===== config.mk =====
export PLATFORM = sky130hd
export DESIGN_NAME = kpio_regport
export DESIGN_NICKNAME = d
export VERILOG_FILES = /design/src/pkg/kpio_pkg.sv /design/src/hdl/kpio_regport.sv
export SDC_FILE = /design/constraint.sdc
export NUM_CORES = 1
export LEC_CHECK = 0
export BUFFER_PORTS_ARGS = -buffer_cell sky130_fd_sc_hd__buf_2
export CORE_MARGIN = 3
export CORE_UTILIZATION = 68
export CTS_CLUSTER_DIAMETER = 50
export DETAILED_ROUTE_END_ITERATION = 6
export PLACE_DENSITY_LB_ADDON = 0.05
export RECOVER_POWER = 25
export SYNTH_ARGS = -nofsm -noshare
export SYNTH_HDL_FRONTEND = slang
export SYNTH_SLANG_ARGS = --single-unit

===== constraint.sdc =====
create_clock -name CLOCK -period 7.3 [get_ports CLOCK]
set_input_delay 0.365 -clock CLOCK [delete_from_list [all_inputs] [get_ports CLOCK]]
set_output_delay 0.365 -clock CLOCK [all_outputs]
set_load 0.01 [all_outputs]

===== src/pkg/kpio_pkg.sv =====
// constants and types shared by the keypad expander register port
// assumes a 50 MHz device clock and an event source on the same clock
// Contract
// answer at address 0x34, variant 0x30
// host opens with start, write address, pointer
// acknowledge address, pointer and written bytes
// single write stores byte at pointer
// burst write advances pointer per byte
// burst write acknowledged until stop
// host reads via repeated start, read bit
// read returns register at written pointer
// host ends single read with nack, stop
// burst read advances pointer per byte
// host acks burst bytes, nacks last
// serial clock up to 1 MHz
// hold FIFO/counter updates during their access
// update delay up to 23 us accepted
// interrupt pin low while enabled source active
// select register gates interrupt sources
// repulse option releases pin 50 us
// any FIFO address reads oldest event
// foreign address ignored, not acknowledged
// pointer survives repeated start
`default_nettype none
package kpio_pkg;
  localparam logic [6:0] KPIO_ADDR_MAIN  = 7'h34;
  localparam logic [6:0] KPIO_ADDR_ALT   = 7'h30;
  localparam logic [7:0] KPIO_REG_ID     = 8'h00;
  localparam logic [7:0] KPIO_REG_INT    = 8'h01;
  localparam logic [7:0] KPIO_REG_STAT   = 8'h02;
  localparam logic [7:0] KPIO_REG_FIFO_LO = 8'h03;
  localparam logic [7:0] KPIO_REG_FIFO_HI = 8'h12;
  localparam logic [7:0] KPIO_REG_REPULSE = 8'h3b;
  localparam logic [7:0] KPIO_REG_SRC_SEL = 8'h3c;
  localparam int         KPIO_MAP_WORDS  = 64;
  localparam int         KPIO_OVF_BIT    = 2;
  localparam int         KPIO_REPULSE_BIT = 0;
  localparam logic [7:0] KPIO_CFG_RESET  = 8'h00;
  localparam int         KPIO_CLK_HZ     = 50_000_000;
  localparam int         KPIO_SCL_MAX_HZ = 1_000_000;
  localparam int         KPIO_REPULSE_US = 50;
  localparam int         KPIO_REPULSE_CYC = KPIO_REPULSE_US * (KPIO_CLK_HZ / 1_000_000);
  localparam int         KPIO_HOLDOFF_US = 23;

  // one recorded event: press/release state and identifier
  typedef struct packed {
    logic       state;
    logic [6:0] ident;
  } kpio_event_t;

  // serial line state after synchronisation
  typedef struct packed {
    logic scl;
    logic sda;
  } kpio_line_t;

  typedef enum logic [2:0] {
    KPIO_IDLE    = 3'b000,
    KPIO_ADDR    = 3'b001,
    KPIO_ACK_ADR = 3'b010,
    KPIO_WR_BYTE = 3'b011,
    KPIO_ACK_WR  = 3'b100,
    KPIO_RD_BYTE = 3'b101,
    KPIO_RD_ACK  = 3'b110
  } kpio_state_t;
endpackage : kpio_pkg
`default_nettype wire


===== src/hdl/kpio_regport.sv =====
// serial register port of the keypad expander: target, event FIFO, interrupt pin
// assumes SCL/SDA arrive asynchronously; event source and interrupt sources are local logic
`default_nettype none
module kpio_regport #(
  parameter logic [6:0] TARGET_ADDR = 7'h34,
  parameter int         FIFO_DEPTH  = 16,
  parameter int         NUM_SRC     = 8,
  parameter logic [7:0] ID_VALUE    = 8'h5a  // arbitrary identity value
) (
  input  wire logic                 CLOCK,
  input  wire logic                 RST,
  input  wire logic                 SCL_I,
  input  wire logic                 SDA_I,
  output logic                      SDA_O,
  output logic                      SDA_OE,
  input  wire logic                 EVT_VALID,
  input  wire kpio_pkg::kpio_event_t EVT_DATA,
  output logic                      EVT_READY,
  input  wire logic [NUM_SRC-1:0]   INT_SRC,
  output logic                      INT_O,
  output logic                      INT_OE
);
  import kpio_pkg::*;

  localparam int PW = $clog2(FIFO_DEPTH);

  // refuse settings the logic cannot serve, at elaboration
  if (TARGET_ADDR != KPIO_ADDR_MAIN && TARGET_ADDR != KPIO_ADDR_ALT) begin : g_bad_addr
    $error("target address must be one of the two documented values");
  end
  if (FIFO_DEPTH != 16) begin : g_bad_depth
    $error("event FIFO must be 16 deep to fill its register window");
  end
  if (NUM_SRC < 1 || NUM_SRC > 8) begin : g_bad_src
    $error("interrupt sources must fit one select register");
  end

  // three-stage synchronisers; stage 1 feeds stage 2 only
  logic [2:0]  scl_sync_reg;
  logic [2:0]  sda_sync_reg;
  kpio_line_t  line_reg;
  kpio_line_t  line_prev_reg;

  always_ff @(posedge CLOCK) begin
    if (RST) begin
      scl_sync_reg <= 3'h7;
      sda_sync_reg <= 3'h7;
    end else begin
      scl_sync_reg <= {scl_sync_reg[1:0], SCL_I};
      sda_sync_reg <= {sda_sync_reg[1:0], SDA_I};
    end
  end

  // a level counts only once stages two and three agree
  wire scl_agree = scl_sync_reg[1] == scl_sync_reg[2];
  wire sda_agree = sda_sync_reg[1] == sda_sync_reg[2];

  always_ff @(posedge CLOCK) begin
    if (RST) begin
      line_reg      <= '{scl: 1'b1, sda: 1'b1};
      line_prev_reg <= '{scl: 1'b1, sda: 1'b1};
    end else begin
      if (scl_agree)
        line_reg.scl <= scl_sync_reg[2];
      if (sda_agree)
        line_reg.sda <= sda_sync_reg[2];
      line_prev_reg <= line_reg;
    end
  end

  // bus events; 50 MHz oversampling covers a 1 MHz serial clock
  wire scl_rise = line_reg.scl & ~line_prev_reg.scl;
  wire scl_fall = ~line_reg.scl & line_prev_reg.scl;
  wire start_ev = line_reg.scl & line_prev_reg.scl & ~line_reg.sda & line_prev_reg.sda;
  wire stop_ev  = line_reg.scl & line_prev_reg.scl & line_reg.sda & ~line_prev_reg.sda;

  // protocol state
  kpio_state_t state_reg;
  kpio_state_t state_next;
  logic [2:0]  bit_cnt_reg;
  logic [7:0]  shift_reg;
  logic [7:0]  ptr_reg;
  logic        have_ptr_reg;
  logic        rd_mode_reg;
  logic        host_ack_reg;
  logic        sda_low_reg;
  logic        active_reg;
  logic        bit_seen_reg;

  // register storage and event FIFO
  logic [7:0]  cfg_mem [KPIO_MAP_WORDS];
  kpio_event_t fifo_mem [FIFO_DEPTH];
  logic [PW-1:0] fifo_rd_reg;
  logic [PW-1:0] fifo_wr_reg;
  logic [PW:0]   fifo_cnt_reg;
  logic          ovf_reg;

  // byte-level decode
  wire [7:0] rx_byte   = {shift_reg[6:0], line_reg.sda};
  wire       last_bit  = bit_cnt_reg == 3'h7;
  wire       addr_hit  = shift_reg[7:1] == TARGET_ADDR;
  wire       ptr_fifo  = ptr_reg >= KPIO_REG_FIFO_LO && ptr_reg <= KPIO_REG_FIFO_HI;
  wire       ptr_held  = ptr_fifo || ptr_reg == KPIO_REG_STAT;
  wire       ptr_in_map = ptr_reg < 8'(KPIO_MAP_WORDS);
  wire       fifo_empty = fifo_cnt_reg == '0;
  wire       fifo_full  = fifo_cnt_reg == (PW+1)'(FIFO_DEPTH);

  // every FIFO address reads the oldest event
  wire [7:0] fifo_head = fifo_empty ? 8'h00 : fifo_mem[fifo_rd_reg];
  wire [7:0] int_view  = 8'({ovf_reg, 2'b00});
  wire [7:0] stat_view = 8'(fifo_cnt_reg);
  wire [7:0] mem_view  = ptr_in_map ? cfg_mem[ptr_reg[5:0]] : 8'h00;
  wire [7:0] rd_data   = ptr_reg == KPIO_REG_ID   ? ID_VALUE  :
                         ptr_reg == KPIO_REG_INT  ? int_view  :
                         ptr_reg == KPIO_REG_STAT ? stat_view :
                         ptr_fifo                 ? fifo_head : mem_view;

  // a byte is handed out at the fall that starts a read byte
  wire load_rd  = scl_fall && ((state_reg == KPIO_ACK_ADR && rd_mode_reg) ||
                               (state_reg == KPIO_RD_ACK && host_ack_reg));
  wire wr_done  = scl_fall && state_reg == KPIO_WR_BYTE && last_bit;
  wire wr_store = wr_done && have_ptr_reg;
  wire pop      = load_rd && ptr_fifo && !fifo_empty;

  // next state on serial clock falls; start and stop override
  always_comb begin
    state_next = state_reg;
    if (start_ev) begin
      state_next = KPIO_ADDR;
    end else if (stop_ev) begin
      state_next = KPIO_IDLE;
    end else if (scl_fall) begin
      unique case (state_reg)
        KPIO_IDLE:    state_next = KPIO_IDLE;
        KPIO_ADDR:    if (last_bit) state_next = addr_hit ? KPIO_ACK_ADR : KPIO_IDLE;
        KPIO_ACK_ADR: state_next = rd_mode_reg ? KPIO_RD_BYTE : KPIO_WR_BYTE;
        KPIO_WR_BYTE: if (last_bit) state_next = KPIO_ACK_WR;
        KPIO_ACK_WR:  state_next = KPIO_WR_BYTE;
        KPIO_RD_BYTE: if (last_bit) state_next = KPIO_RD_ACK;
        KPIO_RD_ACK:  state_next = host_ack_reg ? KPIO_RD_BYTE : KPIO_IDLE;
        default:      state_next = KPIO_IDLE;
      endcase
    end
  end

  always_ff @(posedge CLOCK) begin
    if (RST)
      state_reg <= KPIO_IDLE;
    else
      state_reg <= state_next;
  end

  // bit counting and shifting; counter restarts at every byte boundary
  always_ff @(posedge CLOCK) begin
    if (RST) begin
      bit_cnt_reg <= 3'h0;
      shift_reg   <= 8'h00;
    end else if (start_ev) begin
      bit_cnt_reg <= 3'h0;
    end else if (load_rd) begin
      shift_reg   <= rd_data;
      bit_cnt_reg <= 3'h0;
    end else if (scl_rise && (state_reg == KPIO_ADDR || state_reg == KPIO_WR_BYTE)) begin
      shift_reg <= rx_byte;
    end else if (scl_fall && state_reg == KPIO_RD_BYTE) begin
      shift_reg   <= {shift_reg[6:0], 1'b0};
      bit_cnt_reg <= bit_cnt_reg + 3'h1;
    end else if (scl_fall && (state_reg == KPIO_ADDR || state_reg == KPIO_WR_BYTE)) begin
      bit_cnt_reg <= bit_cnt_reg + 3'(bit_seen_reg);
    end else if (scl_fall) begin
      bit_cnt_reg <= 3'h0;
    end
  end

  // the fall that closes a start carries no bit; counting it would ack one bit early
  always_ff @(posedge CLOCK) begin
    if (RST || start_ev)
      bit_seen_reg <= 1'b0;
    else if (scl_rise)
      bit_seen_reg <= 1'b1;
  end

  // direction, pointer and host acknowledge capture
  always_ff @(posedge CLOCK) begin
    if (RST) begin
      rd_mode_reg  <= 1'b0;
      have_ptr_reg <= 1'b0;
      host_ack_reg <= 1'b0;
      ptr_reg      <= 8'h00;
    end else begin
      if (start_ev)
        have_ptr_reg <= 1'b0;  // pointer value itself kept
      if (scl_fall && state_reg == KPIO_ADDR && last_bit)
        rd_mode_reg <= shift_reg[0];
      if (scl_rise && state_reg == KPIO_RD_ACK)
        host_ack_reg <= ~line_reg.sda;
      if (wr_done && !have_ptr_reg) begin
        ptr_reg      <= shift_reg;
        have_ptr_reg <= 1'b1;
      end else if (wr_store || load_rd) begin
        ptr_reg <= ptr_reg + 8'h01;
      end
    end
  end

  // acknowledge and read data drive; changes only while the clock is low
  always_ff @(posedge CLOCK) begin
    if (RST) begin
      sda_low_reg <= 1'b0;
    end else if (start_ev || stop_ev) begin
      sda_low_reg <= 1'b0;
    end else if (load_rd) begin
      sda_low_reg <= ~rd_data[7];
    end else if (scl_fall) begin
      unique case (state_reg)
        KPIO_ADDR:    sda_low_reg <= last_bit && addr_hit;
        KPIO_WR_BYTE: sda_low_reg <= last_bit;
        KPIO_RD_BYTE: sda_low_reg <= !last_bit && !shift_reg[6];
        default:      sda_low_reg <= 1'b0;
      endcase
    end
  end

  assign SDA_O  = 1'b0;
  assign SDA_OE = sda_low_reg;

  // transaction in progress from start to stop
  always_ff @(posedge CLOCK) begin
    if (RST)
      active_reg <= 1'b0;
    else if (start_ev)
      active_reg <= 1'b1;
    else if (stop_ev)
      active_reg <= 1'b0;
  end

  // config stores; read-only low block is not writable
  wire cfg_we = wr_store && ptr_in_map && ptr_reg > KPIO_REG_FIFO_HI;

  always_ff @(posedge CLOCK) begin
    if (RST) begin
      for (int i = 0; i < KPIO_MAP_WORDS; i++)
        cfg_mem[i] <= KPIO_CFG_RESET;
    end else if (cfg_we) begin
      cfg_mem[ptr_reg[5:0]] <= shift_reg;
    end
  end

  // source waits while the host touches FIFO or counter
  wire hold_upd = active_reg && ptr_held;
  assign EVT_READY = !hold_upd;
  wire push      = EVT_VALID && !hold_upd && !fifo_full;
  wire push_drop = EVT_VALID && !hold_upd && fifo_full;
  wire ovf_clr   = wr_store && ptr_reg == KPIO_REG_INT && shift_reg[KPIO_OVF_BIT];

  always_ff @(posedge CLOCK) begin
    if (push)
      fifo_mem[fifo_wr_reg] <= EVT_DATA;
  end

  // FIFO pointers and key event counter; overflow set beats clear
  always_ff @(posedge CLOCK) begin
    if (RST) begin
      fifo_rd_reg  <= '0;
      fifo_wr_reg  <= '0;
      fifo_cnt_reg <= '0;
      ovf_reg      <= 1'b0;
    end else begin
      if (push)
        fifo_wr_reg <= fifo_wr_reg + PW'(1);
      if (pop)
        fifo_rd_reg <= fifo_rd_reg + PW'(1);
      if (push && !pop)
        fifo_cnt_reg <= fifo_cnt_reg + (PW+1)'(1);
      else if (pop && !push)
        fifo_cnt_reg <= fifo_cnt_reg - (PW+1)'(1);
      if (push_drop)
        ovf_reg <= 1'b1;
      else if (ovf_clr)
        ovf_reg <= 1'b0;
    end
  end

  // interrupt pin: selected sources, optional re-pulse when one clears
  function automatic logic [3:0] kpio_ones(input logic [NUM_SRC-1:0] v);
    logic [3:0] n;
    n = 4'h0;
    for (int i = 0; i < NUM_SRC; i++)
      n = n + 4'(v[i]);
    return n;
  endfunction : kpio_ones

  wire [7:0]         sel_cfg   = cfg_mem[KPIO_REG_SRC_SEL[5:0]];
  wire               repulse   = cfg_mem[KPIO_REG_REPULSE[5:0]][KPIO_REPULSE_BIT];
  wire [NUM_SRC-1:0] enabled   = INT_SRC & sel_cfg[NUM_SRC-1:0];
  wire [3:0]         n_now     = kpio_ones(enabled);
  logic [3:0]        n_prev_reg;
  logic [11:0]       gap_cnt_reg;
  wire               one_clear = repulse && n_now != 4'h0 && n_now < n_prev_reg;

  always_ff @(posedge CLOCK) begin
    if (RST) begin
      n_prev_reg  <= 4'h0;
      gap_cnt_reg <= 12'h000;
    end else begin
      n_prev_reg <= n_now;
      if (one_clear)
        gap_cnt_reg <= 12'(KPIO_REPULSE_CYC);
      else if (gap_cnt_reg != 12'h000)
        gap_cnt_reg <= gap_cnt_reg - 12'h001;
    end
  end

  // open drain: pulled low while any selected source is up, except during a re-pulse gap
  assign INT_O  = 1'b0;
  assign INT_OE = n_now != 4'h0 && gap_cnt_reg == 12'h000;
endmodule : kpio_regport
`default_nettype wire


==> flow_metrics.py <==
metrics = {
    "sta": {
        "drv_slew": 206,
        "max_slew_margin_pct": -120,
        "finalHoldViolations": 0,
        "tns_ps": 0,
        "rsz0062_at_grt": "false",
        "period_needed_ps": 5210,
        "worst_pin_slew_ps": 3300,
        "layout_worst_path_cycle_share_pct": 71.4,
        "setup_viol": 0,
        "fmax_mhz": 192,
        "finClkSkew_ps": 25.1,
        "hold_slack_ps": 125,
    },
    "logic_synthesis": {
        "ys.flop_type": "edfxtp_1",
        "synth.top_cells.by_count": "edfxtp_1, and2_1, mux4_2",
        "avgSynthCellArea_um2": 15.0,
        "synth_top_cell_by_area": "edfxtp_1",
        "synth_edf_count": 640,
        "synth_area_leaders": "edfxtp_1, mux4_2, and2_1, dfxtp_1, mux2i_1",
        "synthArstFlopShare_pct": 0,
        "synth_top_area_share_pct": 60.2,
        "ys_seq_area_share_pct": 65.1,
        "synthCells": 2135,
        "synth.most_common_cell": "edfxtp_1",
        "yosys_warnings": 0,
        "syn_area_um2": 31900,
        "ys_seq_elements": 718,
        "ys_types": 68,
    },
    "floorplan": {
        "pin_count": 26,
        "rows": 78,
        "die_x_um": 223,
        "die-area_um2": 49600,
        "start_util_pct": 69.6,
        "core_area_um2": 45900,
        "die_h_um": 223,
    },
    "setup_path": {
        "reg2reg_slack_ps": 2950,
        "critical_path_class": "in2reg",
        "cp_max_fo": 67,
        "crit_start": "RST",
        "worstPathArrival_ps": 5450,
        "worstPathRequired_ps": 7540,
        "r2r_cells": 13,
        "cp-endpoint": "cfg_mem[24][3]",
        "reg2reg_from": "cfg_mem[60][1]",
        "r2r_end": "gap_cnt_reg[5]",
        "start_kind": "input pin",
        "end_kind": "flop",
    },
    "detailed_routing": {
        "vias": 18494,
        "wl_per_cell_um": 24.7,
        "ant_nets": 0,
        "drt_iter0_drc": 2320,
        "firstDrtPassIters": 6,
        "wl_um": 71900,
        "drc": 0,
        "viasPerCell": 6.35,
    },
    "cts": {
        "clock_sinks": 718,
        "clock-root-buffer": "clkbuf_16",
        "cts_tree": "done",
        "clk_latency_ps": 620,
        "post_cts.repair.setup_buffers": 0,
        "htreeDepth": 3,
        "clk_path_buf_depth": 3,
        "hold_buffers": 2,
        "numCtsBuffers": 73,
        "path_clk_slew_ps": 60,
        "cts.repair.resized": 0,
    },
    "run": {
        "max_cap_violations": 3,
    },
    "grt": {
        "grt_start_max_net_pins": 82,
        "grt_pass1_wl_um": 110000,
        "gr-total-overflow": 0,
        "grt_pass1_vias": 18479,
        "antenna_found_initial": 0,
        "grt.total_usage_pct": 29.5,
    },
    "cells_and_area": {
        "num-fill-cells": 2713,
        "largest_register_ffs": 512,
        "final_layout_size_suffix_gt1_share_pct": 13.2,
        "postLayoutCoreUtil_pct": 76.8,
        "final_nets": 2308,
        "areaGrowthSynthToFinish_pct": 10.3,
        "antenna_cells": 0,
    },
    "pwr": {
        "irDropWorstVdd_uv": 251,
        "powerDensity_nw_per_um2": 252,
        "p_leak_uw": 0.0122,
    },
    "status": {
        "violations": "capacitance limit, slew limit",
        "status": "finished, violations left",
    },
    "place": {
        "gp_congestion": 0.877,
        "io_buffers": 23,
        "dp_hpwl_um": 44400,
    },
    "hold_path": {
        "hold_path_class": "in2reg",
    },
}
[metal layers]
metal  up-vias  wire length (um)  GRT usage, %  share of wire [%]
li1       8154                 -             -                  -
met1      9270             28600          42.1                 40
met2       928             34500          46.6                 48
met3       142              6570          5.64                9.1
met4         0              2250          10.1                3.1
met5         -                 0             0                  0
[layout make-up]
class                           instances  area (um^2)  area share (%)
Clock inverter                         36          300           0.853
Sequential cell                       718        20800            59.0
Inverter                               24         90.1           0.256
Tap cell                              600          751            2.13
Timing Repair Buffer                   59          384            1.09
Multi-Input combinational cell       1382        10900            30.8
Clock buffer                           94         2050            5.82
[power by group]
| group | internal (uW) | switching [uW] |
|---|---|---|
| Sequential | 4670 | 87.7 |
| Clock | 2100 | 1560 |
| Combinational | 190 | 285 |
[worst min-delay path by stage]
stage / slack, ps / endpoint / from / depth (start not counted)
after global routing: 120 / ovf_reg / EVT_VALID / 3
final: 130 / ovf_reg / EVT_VALID / 3
after detailed placement: 400 / sda_sync_reg[1] / sda_sync_reg[0] / 1
after CTS: 90 / ovf_reg / EVT_VALID / 3
after floorplan: 390 / scl_sync_reg[1] / scl_sync_reg[0] / 1
after global placement: 400 / sda_sync_reg[1] / sda_sync_reg[0] / 1
[cell families (layout without fill, tap and decap cells)]
kind of cell             Yosys count  after routing  synth area share (%)
flip-flops                       718            718                  65.1
AND/OR/NAND/NOR                  699            699                  12.3
multiplexers                     244            244                  13.3
AO/OA/AOI/OAI                    237            237                  4.81
buffers and inverters            188            213                  2.69
adder cells (fa/ha/maj)           29             29                  1.25
XOR/XNOR                          19             19                 0.521
other                              1            154                0.0117
[critical path, stage by stage]
cell and delay [ps]:
clkbuf_1 2270, clkinv_1 280, clkbuf_1 1290, o21ai_1 1170
[through the flow]
stage / cell area, um^2 / worst slack (ps) / instances / total power (uW)
global placement: 32900 / 3020 / 2781 / 5270
global route: 35200 / 1780 / 2913 / 9150
CTS: 35300 / 2880 / 2913 / 8910
detailed placement: 32900 / 2950 / 2781 / 5300
finish: 35200 / 2090 / 2913 / 8890
floorplan: 32500 / 3290 / 2288 / 5150
[layout by cell type (no fill, tap or decap), drive strengths merged, types with 5 or more instances in the layout]
cell    count
nor2      120
inv        26
a22oi      29
mux4      142
nor3       17
o31ai       6
o211ai      5
buf        45
a211oi     17
a21o        5
ha         24
and3       18
fa          5
a22o        8
nand3      26
o21ai      73
a21oi      45
nor3b       6
nand4       8
clkbuf    106
edfxtp    640
xor2        8
a311oi      5
dfxtp      78
or3        13
and2      369
nor2b      29
a221oi      7
mux2i      97
mux2        5
or2         9
nor4        8
conb      154
xnor2      11
nand2b     12
a31oi       8
nand2      53
clkinv     30
(Power assumes the default switching activity.)
